### config.mk
export PLATFORM = sky130hd
export DESIGN_NAME = mdacr_bank
export DESIGN_NICKNAME = d
export VERILOG_FILES = /design/src/verilog/mdacr_pkg.sv /design/src/verilog/mdacr_bank.sv
export SDC_FILE = /design/constraint.sdc
export NUM_CORES = 2
export LEC_CHECK = 0
export ABC_AREA = 1
export BUFFER_PORTS_ARGS = -buffer_cell sky130_fd_sc_hd__buf_2
export CAP_MARGIN = 20
export CELL_PAD_IN_SITES_DETAIL_PLACEMENT = 1
export CELL_PAD_IN_SITES_GLOBAL_PLACEMENT = 2
export CORE_ASPECT_RATIO = 1.75
export CORE_MARGIN = 2
export CORE_UTILIZATION = 42
export CTS_CLUSTER_DIAMETER = 100
export DETAILED_ROUTE_END_ITERATION = 8
export PLACE_DENSITY_LB_ADDON = 0.1
export SKIP_CTS_REPAIR_TIMING = 1
export SLEW_MARGIN = 0
export SYNTH_ARGS = -nofsm -noshare
export SYNTH_HDL_FRONTEND = slang
export SYNTH_SLANG_ARGS = --single-unit
### constraint.sdc
create_clock -name core_clk -period 111 [get_ports core_clk]
set_input_delay 33.3 -clock core_clk [delete_from_list [all_inputs] [get_ports core_clk]]
set_output_delay 33.3 -clock core_clk [all_outputs]
set_load 0.05 [all_outputs]
### src/verilog/mdacr_pkg.sv
// Constants, register selectors and bus carrier of the DAC register bank
`default_nettype none
package mdacr_pkg;
  localparam int          DATA_W      = 16;
  localparam int          OFS_W       = 14;
  localparam int          NUM_CH      = 16;
  localparam int          GRP_SZ      = 8;
  localparam int          NUM_GRP     = 2;
  localparam int          CH_W        = 4;
  // Control register fields
  localparam int          CTL_OVERTEMP = 4;
  localparam int          CTL_PKT_ERR  = 3;
  localparam int          CTL_AB_SEL   = 2;
  localparam int          CTL_TSD_EN   = 1;
  localparam int          CTL_PWR_DOWN = 0;
  // Monitor register fields
  localparam int          MON_ENABLE   = 5;
  localparam int          MON_EXT      = 4;
  localparam int          MON_INPUT_1  = 0;
  // Pin register fields
  localparam int          AUX_DIR      = 1;
  localparam int          AUX_DATA     = 0;
  // Values after reset, then trim midscale, saturation and sign-flip constants
  localparam logic [15:0] INPUT_RST    = 16'h8000;
  localparam logic [15:0] GAIN_RST     = 16'hFFFF;
  localparam logic [15:0] OFFSET_RST   = 16'h8000;
  localparam logic [15:0] CAL_RST      = 16'h8000;
  localparam logic [13:0] GRP_OFS_RST  = 14'h2000;
  localparam logic [18:0] CODE_MID     = 19'h08000;
  localparam logic [15:0] CODE_MAX     = 16'hFFFF;
  localparam logic [15:0] SIGN_FLIP    = 16'h8000;

  // Register selector carried on the command port
  typedef enum logic [3:0] {
    SEL_INPUT     = 4'h0,  // Input A or B, chosen by the control A/B bit
    SEL_INPUT_A   = 4'h1,  // Read of input A regardless of the A/B bit
    SEL_INPUT_B   = 4'h2,
    SEL_GAIN      = 4'h3,
    SEL_OFFSET    = 4'h4,
    SEL_GRP_OFS   = 4'h5,  // Channel field bit 0 picks the group
    SEL_CONTROL   = 4'h6,
    SEL_MONITOR   = 4'h7,
    SEL_AUX_PIN   = 4'h8,
    SEL_AB_SELECT = 4'h9   // Channel field bit 0 picks the group
  } mdacr_sel_t;

  typedef struct packed {
    logic             wr;
    logic             rd;
    mdacr_sel_t       sel;
    logic [CH_W-1:0]  chan;
    logic [15:0]      data;
  } mdacr_req_t;
endpackage : mdacr_pkg
`default_nettype wire

### src/verilog/mdacr_bank.sv
// Register and control logic of the multichannel DAC
`default_nettype none
// Notes on behaviour
// - Aux pin works as input or output, read or driven through the registers.
// - Pin register bit 1 sets direction: 0 input, 1 output.
// - Pin bit 0 samples the pin as input, drives it as output.
// - Coding input low means offset binary, high means two's complement.
// - Every channel has input registers A and B, 16 bits wide.
// - Every channel has gain trim and offset trim registers, 16 bits wide.
// - Calibrated A and B registers hold trimmed data; host cannot access them.
// - Final converter register loads only from calibrated A or B, never host.
// - Two 14-bit group offset level registers, one per channel group.
// - Control bit 4 reads 1 while die temperature exceeds 130 degrees.
// - Control bit 3 sets on packet error, clears when control is read.
// - Control bit 2 globally steers data writes to input A or B.
// - Control bit 1 enables automatic thermal shutdown.
// - Control bit 0 puts the device in soft power-down.
// - Monitor bit 5 switches the monitor output on or off.
// - Monitor bit 4 low: bits 3 to 0 pick channel 0 to 15.
// - Monitor bit 4 high: bit 0 picks external monitor input zero or one.
// - Writes to input, gain or offset recompute calibrated A or B per the control A/B bit.
// - Per-group 8-bit select register picks calibrated A or B per channel.
// - Load input low updates all final registers from their selected source.
module mdacr_bank
  import mdacr_pkg::*;
(
  // Clock and reset
  input  wire logic                             core_clk,
  input  wire logic                             rst,
  // Register command port
  input  wire mdacr_req_t                       req,
  output var  logic [15:0]                      rd_data,
  output var  logic                             rd_valid,
  // Device pins and conditions
  input  wire logic                             code_format_select,
  input  wire logic                             load_outputs_n,
  input  wire logic                             over_temp,
  input  wire logic                             pec_fail,
  input  wire logic                             aux_pin_i,
  output var  logic                             aux_pin_o,
  output var  logic                             aux_pin_oe,
  // Converter and analog control
  output var  logic [NUM_CH-1:0][DATA_W-1:0]    dac_code,
  output var  logic [NUM_GRP-1:0][OFS_W-1:0]    group_offset_level,
  output var  logic                             power_down,
  output var  logic                             thermal_shutdown,
  output var  logic                             monitor_on,
  output var  logic                             monitor_use_ext,
  output var  logic [CH_W-1:0]                  monitor_channel,
  output var  logic                             monitor_input_one
);

  logic [NUM_CH-1:0][DATA_W-1:0]  input_a_ff, nxt_input_a;
  logic [NUM_CH-1:0][DATA_W-1:0]  input_b_ff, nxt_input_b;
  logic [NUM_CH-1:0][DATA_W-1:0]  gain_ff, nxt_gain;
  logic [NUM_CH-1:0][DATA_W-1:0]  offset_ff, nxt_offset;
  logic [NUM_CH-1:0][DATA_W-1:0]  cal_a_ff, nxt_cal_a;
  logic [NUM_CH-1:0][DATA_W-1:0]  cal_b_ff, nxt_cal_b;
  logic [NUM_CH-1:0][DATA_W-1:0]  dac_ff;
  logic [NUM_GRP-1:0][OFS_W-1:0]  grp_ofs_ff, nxt_grp_ofs;
  logic [NUM_GRP-1:0][GRP_SZ-1:0] ab_select_ff, nxt_ab_select;
  logic                           ab_ff, nxt_ab;
  logic                           tsd_en_ff, nxt_tsd_en;
  logic                           pd_ff, nxt_pd;
  logic                           pkt_err_ff, nxt_pkt_err;
  logic                           overtemp_ff, nxt_overtemp;
  logic                           tsd_ff, nxt_tsd;
  logic [5:0]                     monitor_ff, nxt_monitor;
  logic                           aux_dir_ff, nxt_aux_dir;
  logic                           aux_data_ff, nxt_aux_data;
  logic [15:0]                    rd_data_ff, nxt_rd_data;
  logic                           rd_valid_ff, nxt_rd_valid;
  // One pending job for the shared multiply-add
  logic                           calc_ff, nxt_calc;
  logic                           calc_b_ff, nxt_calc_b;
  logic [CH_W-1:0]                calc_ch_ff, nxt_calc_ch;

  logic [DATA_W-1:0]              calc_x;
  logic [32:0]                    calc_prod;
  logic [18:0]                    calc_sum;
  logic [DATA_W-1:0]              calc_res;
  logic                           wr_trim;

  // Shared multiplier: one channel per cycle, fed from the job register
  always_comb begin
    calc_x    = calc_b_ff ? input_b_ff[calc_ch_ff] : input_a_ff[calc_ch_ff];
    // Two's complement codes are moved to offset binary before trimming
    if (code_format_select) begin
      calc_x = calc_x ^ SIGN_FLIP;
    end
    calc_prod = 33'(calc_x) * 33'({1'b0, gain_ff[calc_ch_ff]} + 17'h00001);
    calc_sum  = {2'b00, calc_prod[32:16]} + {3'b000, offset_ff[calc_ch_ff]} - CODE_MID;
    // Results outside the code range saturate instead of wrapping
    if (calc_sum[18]) begin
      calc_res = '0;
    end else if (calc_sum[17:16] != 2'b00) begin
      calc_res = CODE_MAX;
    end else begin
      calc_res = calc_sum[15:0];
    end
  end

  always_comb begin
    nxt_input_a   = input_a_ff;
    nxt_input_b   = input_b_ff;
    nxt_gain      = gain_ff;
    nxt_offset    = offset_ff;
    nxt_cal_a     = cal_a_ff;
    nxt_cal_b     = cal_b_ff;
    nxt_grp_ofs   = grp_ofs_ff;
    nxt_ab_select = ab_select_ff;
    nxt_ab        = ab_ff;
    nxt_tsd_en    = tsd_en_ff;
    nxt_pd        = pd_ff;
    nxt_monitor   = monitor_ff;
    nxt_aux_dir   = aux_dir_ff;
    nxt_aux_data  = aux_data_ff;
    nxt_overtemp  = over_temp;
    nxt_tsd       = tsd_en_ff & overtemp_ff;
    nxt_pkt_err   = pkt_err_ff;
    wr_trim       = 1'b0;

    // Calibrated registers are written only by the multiply-add
    if (calc_ff) begin
      if (calc_b_ff) begin
        nxt_cal_b[calc_ch_ff] = calc_res;
      end else begin
        nxt_cal_a[calc_ch_ff] = calc_res;
      end
    end

    // Sampled before the write so a write that turns the pin to output drives its written bit 0
    if (!aux_dir_ff) begin
      nxt_aux_data = aux_pin_i;
    end

    if (req.wr) begin
      case (req.sel)
        SEL_INPUT: begin
          if (ab_ff) begin
            nxt_input_b[req.chan] = req.data;
          end else begin
            nxt_input_a[req.chan] = req.data;
          end
          wr_trim = 1'b1;
        end
        SEL_GAIN: begin
          nxt_gain[req.chan] = req.data;
          wr_trim            = 1'b1;
        end
        SEL_OFFSET: begin
          nxt_offset[req.chan] = req.data;
          wr_trim              = 1'b1;
        end
        SEL_GRP_OFS: begin
          nxt_grp_ofs[req.chan[0]] = req.data[OFS_W-1:0];
        end
        SEL_CONTROL: begin
          // Status bits 4 and 3 are not writable
          nxt_ab     = req.data[CTL_AB_SEL];
          nxt_tsd_en = req.data[CTL_TSD_EN];
          nxt_pd     = req.data[CTL_PWR_DOWN];
        end
        SEL_MONITOR: begin
          nxt_monitor = req.data[5:0];
        end
        SEL_AUX_PIN: begin
          nxt_aux_dir = req.data[AUX_DIR];
          if (req.data[AUX_DIR]) begin
            nxt_aux_data = req.data[AUX_DATA];
          end
        end
        SEL_AB_SELECT: begin
          nxt_ab_select[req.chan[0]] = req.data[GRP_SZ-1:0];
        end
        default: begin
        end
      endcase
    end

    // A new error wins over the clearing read in the same cycle
    if (req.rd && req.sel == SEL_CONTROL) begin
      nxt_pkt_err = 1'b0;
    end
    if (pec_fail) begin
      nxt_pkt_err = 1'b1;
    end
  end

  // The job uses the A/B bit as it stood when the write was taken
  always_comb begin
    nxt_calc    = wr_trim;
    nxt_calc_b  = ab_ff;
    nxt_calc_ch = req.chan;
  end

  always_comb begin
    nxt_rd_valid = req.rd;
    nxt_rd_data  = '0;
    if (req.rd) begin
      case (req.sel)
        SEL_INPUT:     nxt_rd_data = ab_ff ? input_b_ff[req.chan] : input_a_ff[req.chan];
        SEL_INPUT_A:   nxt_rd_data = input_a_ff[req.chan];
        SEL_INPUT_B:   nxt_rd_data = input_b_ff[req.chan];
        SEL_GAIN:      nxt_rd_data = gain_ff[req.chan];
        SEL_OFFSET:    nxt_rd_data = offset_ff[req.chan];
        SEL_GRP_OFS:   nxt_rd_data = {2'b00, grp_ofs_ff[req.chan[0]]};
        SEL_CONTROL:   nxt_rd_data = {11'h000, overtemp_ff, pkt_err_ff, ab_ff, tsd_en_ff, pd_ff};
        SEL_MONITOR:   nxt_rd_data = {10'h000, monitor_ff};
        SEL_AUX_PIN:   nxt_rd_data = {14'h0000, aux_dir_ff, aux_data_ff};
        SEL_AB_SELECT: nxt_rd_data = {8'h00, ab_select_ff[req.chan[0]]};
        default:       nxt_rd_data = '0;
      endcase
    end
  end

  always_ff @(posedge core_clk or posedge rst) begin
    if (rst) begin
      input_a_ff   <= {NUM_CH{INPUT_RST}};
      input_b_ff   <= {NUM_CH{INPUT_RST}};
      gain_ff      <= {NUM_CH{GAIN_RST}};
      offset_ff    <= {NUM_CH{OFFSET_RST}};
      cal_a_ff     <= {NUM_CH{CAL_RST}};
      cal_b_ff     <= {NUM_CH{CAL_RST}};
      grp_ofs_ff   <= {NUM_GRP{GRP_OFS_RST}};
      ab_select_ff <= '0;
      ab_ff        <= 1'b0;
      tsd_en_ff    <= 1'b0;
      pd_ff        <= 1'b0;
      pkt_err_ff   <= 1'b0;
      overtemp_ff  <= 1'b0;
      tsd_ff       <= 1'b0;
      monitor_ff   <= '0;
      aux_dir_ff   <= 1'b0;
      aux_data_ff  <= 1'b0;
      rd_data_ff   <= '0;
      rd_valid_ff  <= 1'b0;
      calc_ff      <= 1'b0;
      calc_b_ff    <= 1'b0;
      calc_ch_ff   <= '0;
    end else begin
      input_a_ff   <= nxt_input_a;
      input_b_ff   <= nxt_input_b;
      gain_ff      <= nxt_gain;
      offset_ff    <= nxt_offset;
      cal_a_ff     <= nxt_cal_a;
      cal_b_ff     <= nxt_cal_b;
      grp_ofs_ff   <= nxt_grp_ofs;
      ab_select_ff <= nxt_ab_select;
      ab_ff        <= nxt_ab;
      tsd_en_ff    <= nxt_tsd_en;
      pd_ff        <= nxt_pd;
      pkt_err_ff   <= nxt_pkt_err;
      overtemp_ff  <= nxt_overtemp;
      tsd_ff       <= nxt_tsd;
      monitor_ff   <= nxt_monitor;
      aux_dir_ff   <= nxt_aux_dir;
      aux_data_ff  <= nxt_aux_data;
      rd_data_ff   <= nxt_rd_data;
      rd_valid_ff  <= nxt_rd_valid;
      calc_ff      <= nxt_calc;
      calc_b_ff    <= nxt_calc_b;
      calc_ch_ff   <= nxt_calc_ch;
    end
  end

  // Final converter registers follow their source while load is held low
  for (genvar ch = 0; ch < NUM_CH; ch++) begin : g_dac
    logic [DATA_W-1:0] nxt_dac;
    always_comb begin
      nxt_dac = dac_ff[ch];
      if (!load_outputs_n) begin
        nxt_dac = ab_select_ff[ch / GRP_SZ][ch % GRP_SZ] ? cal_b_ff[ch] : cal_a_ff[ch];
      end
    end
    always_ff @(posedge core_clk or posedge rst) begin
      if (rst) begin
        dac_ff[ch] <= CAL_RST;
      end else begin
        dac_ff[ch] <= nxt_dac;
      end
    end
  end

  assign rd_data            = rd_data_ff;
  assign rd_valid           = rd_valid_ff;
  assign aux_pin_o          = aux_data_ff;
  assign aux_pin_oe         = aux_dir_ff;
  assign dac_code           = dac_ff;
  assign group_offset_level = grp_ofs_ff;
  assign power_down         = pd_ff;
  assign thermal_shutdown   = tsd_ff;
  assign monitor_on         = monitor_ff[MON_ENABLE];
  assign monitor_use_ext    = monitor_ff[MON_EXT];
  assign monitor_channel    = monitor_ff[CH_W-1:0];
  assign monitor_input_one  = monitor_ff[MON_INPUT_1];

endmodule : mdacr_bank
`default_nettype wire

# [Word-level counts from Yosys, hierarchy flattened]
# Index checks and enable logic that the tools add are counted.
[op_classes] add_sub_neg=3 n_mul=1 div=0 n_lt_le_gt_ge=6 eq_ne=9 shifts=0 mux=67 bitwise=4 reduce_logical=19
[op_table] op="256-bit bitwise mux" n=6
[op_table] op="16-bit binary-select mux with 4-bit select" n=8
[op_table] op="16-bit two-way mux" n=32
[op_table] op="16-bit case mux with 10 select lines" n=1
[op_table] op="16-bit demux with 4-bit select" n=2
[op_table] op="14-bit two-way mux" n=3
[op_table] op="16-bit by 17-bit multiplier with 33-bit output" n=1
[op_table] op="28-bit bitwise mux" n=1
[op_table] op="8-bit two-way mux" n=3
[op_table] op="18-bit by 16-bit subtractor with 19-bit output, second input constant" n=1
[op_table] op="17-bit by 16-bit adder with 18-bit output" n=1
[op_table] op="2-bit AND reduction" n=9
[op_table] op="16-bit by 1-bit adder with 17-bit output, second input constant" n=1
[op_table] op="16-bit bitwise mux" n=1
[op_table] op="4-bit by 3-bit == test with 1-bit output, second input constant" n=4
[op_table] op="14-bit demux with 1-bit select" n=1
[op_table] op="4-bit by 5-bit < comparator with 1-bit output, second input constant" n=2
[op_table] op="8-bit demux with 1-bit select" n=1
[op_table] op="4-bit by 2-bit == test with 1-bit output, second input constant" n=2
[op_table] op="4-bit == test, second input constant" n=2
[op_table] op="4-bit by 1-bit >= comparator with 1-bit output, second input constant" n=2
[op_table] op="1-bit two-way mux" n=8
[op_table] op="3-bit AND reduction" n=2
[op_table] op="4-bit by 1-bit == test with 1-bit output, second input constant" n=1
[op_table] op="other kinds (8)" n=14
[totals] ff_bits=1873 latchBits=0 mem_bits_rw=0 mem_bits_ro=0 in_bits=33 out_inout_bits=312 wordCells=239 mem_count=0

# [Depth between registers and ports, before layout]
[depth] depth_word=12 ltp_mapped=59 depth_no_buf=55

# [Worst setup path before layout]
# Ideal clock, no wire load.
[synth_timing] path_kind="input -> register" from="input code_format_select" to="register cal_a_ff[112] (netlist name)" setup_ns=0.118 t_arrival_ns=40.366 t_required_ns=110.882 setup_slack_ns=70.516 path_stages=33 n_path_buf=3 cell_sequence="xor2_1 -> clkbuf_1 -> nor2_1 -> fa_1 -> fa_1 -> fa_1 -> fa_1 -> fa_1 -> inv_1 -> fa_1 -> inv_1 -> ha_1 -> nand2_1 -> nor4_1 -> nand3_1 -> nand4_1 -> nand2_1 -> nand2_1 -> xor2_1 -> ha_1 -> ha_1 -> a21oi_1 -> o21ai_0 -> nand2_1 -> o2111ai_1 -> nand3_1 -> o211ai_1 -> xnor2_1 -> buf_2 -> nand3_1 -> buf_2 -> nand3_1 -> nand2_1"
[synth_via] elab_chain_cells=8
[synth_lines] item="from (decl)" line_no="mdacr_bank.sv:35" text="input wire logic code_format_select,"
[synth_lines] item="16-bit two-way mux (*)" line_no="mdacr_bank.sv:88" text="if (code_format_select) begin"
[synth_lines] item="16-bit by 17-bit multiplier with 33-bit output (*)" line_no="mdacr_bank.sv:91" text="calc_prod = 33'(calc_x) * 33'({1'b0, gain_ff[calc_ch_ff]} + 17'h00001);"
[synth_lines] item="17-bit by 16-bit adder with 18-bit output (*)" line_no="mdacr_bank.sv:92" text="calc_sum = {2'b00, calc_prod[32:16]} + {3'b000, offset_ff[calc_ch_ff]} - CODE_MID;"
[synth_lines] item="18-bit by 16-bit subtractor with 19-bit output (*)" line_no="mdacr_bank.sv:92"
[synth_lines] item="2-bit nonzero test" line_no="mdacr_bank.sv:96" text="end else if (calc_sum[17:16] != 2'b00) begin"
[synth_lines] item="16-bit two-way mux" line_no="mdacr_bank.sv:96"
[synth_lines] item="16-bit two-way mux (*)" line_no="mdacr_bank.sv:94" text="if (calc_sum[18]) begin"
[synth_lines] item="256-bit bitwise mux (*)" line_no="mdacr_bank.sv:128" text="nxt_cal_a[calc_ch_ff] = calc_res;"
[synth_lines] item="to (signal assigned)" line_no="mdacr_bank.sv:223" text="cal_a_ff <= {NUM_CH{CAL_RST}};"
[synth_lines] item="to (signal assigned)" line_no="mdacr_bank.sv:246" text="cal_a_ff <= nxt_cal_a;"
[synth_lines] item="to (decl)" line_no="mdacr_bank.sv:57" text="logic [NUM_CH-1:0][DATA_W-1:0] cal_a_ff, nxt_cal_a;"
# Mark *: on every way between the ends. The rest lies on a longest branch, timed or not.
# A chain may end at the register's enable or synchronous reset.

# [Final worst setup path]
[layout_timing] from="input code_format_select" to="register cal_a_ff[155] (netlist name)"
# The elaborated chain is that of the path after synthesis.

==> impl_results.md <==
* Crit path time final at approximately 42 ns
* Critical path's slowest cell: buf_4
* Crit path buffers/inverters at 5
* Pwr Total at 0.001921 W
* Maximum clock frequency at around 24 MHz
* Final hold vios at 0
* Synth area leaders: dfrtp_1 (40%), nand2_1 (12%), dfstp_2 (9.7%)
* Global-route wire length before repair at between 600 and 700 mm
* Clk_skew at between 0.1 and 0.15 ns
* CP startpoint kind: input port
* CTS H-tree lvls at 4
* Die Ht at between 600 and 700 um
* CTS tree: built
* Most common cell after layout, fill and taps aside: nand2_1
* Die ar. at 233100 um2
* Post-synth top area share at approximately two fifths
* Sink Count at about 1900
* I/O Pins at 345
* Antenna violations before repair at 21
* Worst rel slew slack at 12.73%
* Status: finished clean
* Cell Rows at ~230
* Synthesized area at about 96000 um2
* Iter 0 DRT Violations at about 8000
* Vias after detailed routing at 88980
* Longest Clk Path Bufs at 4
* Power Density at between 15 and 20 nW/um2
* Fin crit share at a little under two fifths
* Gp weighted congestion at just over 0.9
* Async SR Flop Fraction at 100.0%
* DR pass1 iterations at 6
* Worst-Margin Slew at ~1.3 ns
* Synth Register Bits at 1873
* Arr. time, crit path at 42.56 ns
* GRT Total Usage at 36.02%
* CP Max Fanout at between 200 and 250
* Final WS setup at between 60 and 70 ns
* Residual DRC count at 0
* Hold Crit Class: register to register
* Post-DP HPWL at ~270 mm
* Cells after Synth at ~11000
* Die width at 365.8 um
* Most frequent cells in the layout: nand2_1 (3010), dfrtp_1 (1519), o21ai_0 (1246)
* Storage element area at between 40000 and 50000 um2
* Setup TNS at 0 ns
* Dominant cell type by area after synthesis: dfrtp_1
* Synth cell types at ~60
* Sequential area share after synthesis at between 40 and 50%
* WP data required at approximately 110 ns
* Layout area overhead at 11.03%
* Top_reg_cell synth: dfrtp_1
* Routed Antenna Nets at 0
* Largest stage delay, worst path at approximately 0.78 ns
* Fin. max-slew vios at 0
* Setup CP Type: input port to register
* Synth warn at 0
* Most frequent CP cell: fa_1
* Clock slew at reported path FFs at roughly 0.06 ns
* Max_cap viols at 0
* Setup crit end kind: register
* Post-synth EDFFs at 0
* WL/cell at roughly 29 um
* Avg Cell Area, Syn at ~8.4 um2
* Peak supply drop at between 10 and 15 uV
* Clock Tree Root: clkbuf_16
* Share of cells above drive strength 1 at between 10% and 20%
* Syn_nets at approximately 12000
* P_leak at roughly 46 nW
* Unrepaired setup endpoints after global routing: false
* Fillers at around 27000
* Pin count of the biggest net entering global routing at roughly 230
* Vias per inst at ~6.1
* Core ar. at ~230000 um2
* Wirelength, routed at 428.2 mm
* TritonCTS buffer count at around 190
* Worst skew pair latency at 0.89 ns
* Vias in the first global route at between 90000 and 100k
* Final net count at approximately 12000
* I/O Buffers at 344
* Initial Utilization at around 42%
* Cell class contributing the biggest share of worst-path delay: adder cells
* Area of the multi-input gates at 42880 um2
* Setup violations, final at 0
* Total gr overflow at 0
* Pre-CTS setup slack at between 60 and 70 ns
-- flip-flops by register name (all words and copies together), names as in the netlist --
register / count
ab_select_ff: 16
tsd_en_ff: 1
pkt_err_ff: 1
dac_code: 256
calc_ch_ff: 4
aux_pin_o: 1
input_b_ff: 256
cal_b_ff: 256
input_a_ff: 256
calc_b_ff: 1
cal_a_ff: 256
monitor_ff: 6
calc_ff: 1
overtemp_ff: 1
offset_ff: 256
aux_pin_oe: 1
group_offset_level: 28
rd_data: 16
ab_ff: 1
thermal_shutdown: 1
power_down: 1
rd_valid: 1
gain_ff: 256
-- final timing paths --
path | endpoint | slack (ns) | startpoint | depth (start not counted)
min in group asynchronous | offset_ff[42]$_DFFE_PP0P_ | 32.60 | rst | 2
worst min-delay path | dac_code[175]$_DFFE_PP1N_ | 0.43 | cal_a_ff[175]$_DFFE_PP1P_ | 2
max in group asynchronous | input_a_ff[101]$_DFFE_PP0P_ | 73.03 | rst | 7
worst max-delay path | cal_a_ff[155]$_DFFE_PP0P_ | 69.17 | code_format_select | 29
worst min register to register | dac_code[175]$_DFFE_PP1N_ | 0.43 | cal_a_ff[175]$_DFFE_PP1P_ | 2
worst max register to register | cal_a_ff[155]$_DFFE_PP0P_ | 95.69 | calc_ch_ff[0]$_DFF_PP0_ | 54
-- cells by family after synthesis --
kind of cell	synth area share [%]
adder cells (fa/ha/maj)	6.096
buffers and inverters	6.770
multiplexers	0.02081
flip-flops	49.17
AO/OA/AOI/OAI	18.12
XOR/XNOR	0.3186
AND/OR/NAND/NOR	19.50
-- cell usage after synthesis (41+ instances only) --
cell type and n:
nand2_1 3068, dfrtp_1 1519, o21ai_0 1246, nand3_1 837, inv_1 729, clkbuf_1 710
a21oi_1 590, nor2_1 549, dfstp_2 354, a22oi_1 347, o22ai_1 255, o221ai_1 241
fa_1 208, ha_1 136, buf_1 114, a31oi_1 99, buf_2 85, nand4_1 57
nor3_1 41
-- metrics by stage --
stage,utilization (%),cell area (um2),std cells,hold WS [ns]
finish,46.88,106800,14520,0.4345
global route,46.87,106800,14510,0.4686
CTS,46.84,106700,14510,0.4335
detailed placement,44.11,100500,14170,0.4581
global placement,44.09,100500,14170,0.4567
floorplan,-,96220,11480,0.4147
-- layout make-up --
cell class                 instances  share of cell area, %
antenna                           14                0.03279
clock buffer                     283                  5.180
sequential                      1873                  44.29
inverter                         752                  2.663
tap                             3042                  3.563
clock inverter                    51                 0.6418
timing repair buffer             587                  3.497
multi-input combinational       7922                  40.14
-- metal layers --
layer,GRT usage (%),part of all wire [%],up-vias
met3,5.842,6.3,1205
met1,42.33,38,45960
li1,-,-,38380
met5,0,0.023,-
met4,23.76,7.6,16
met2,60.82,48,3421
-- report_power, final --
part	total, W	internal, W	leakage (nW)	switching (W)
combinational	0.000444	0.000106	21.0	0.000337
sequential	0.000807	0.000757	21.8	0.0000497
clock	0.000671	0.000379	3.07	0.000292
total	0.00192	0.00124	45.9	0.000679
-- worst min-delay path: stages (launching register included) --
cell,delay [ns]
dfstp_2,0.37
nand2_1,0.06
a21oi_1,0.06
Power figures use the tool's default switching activity.
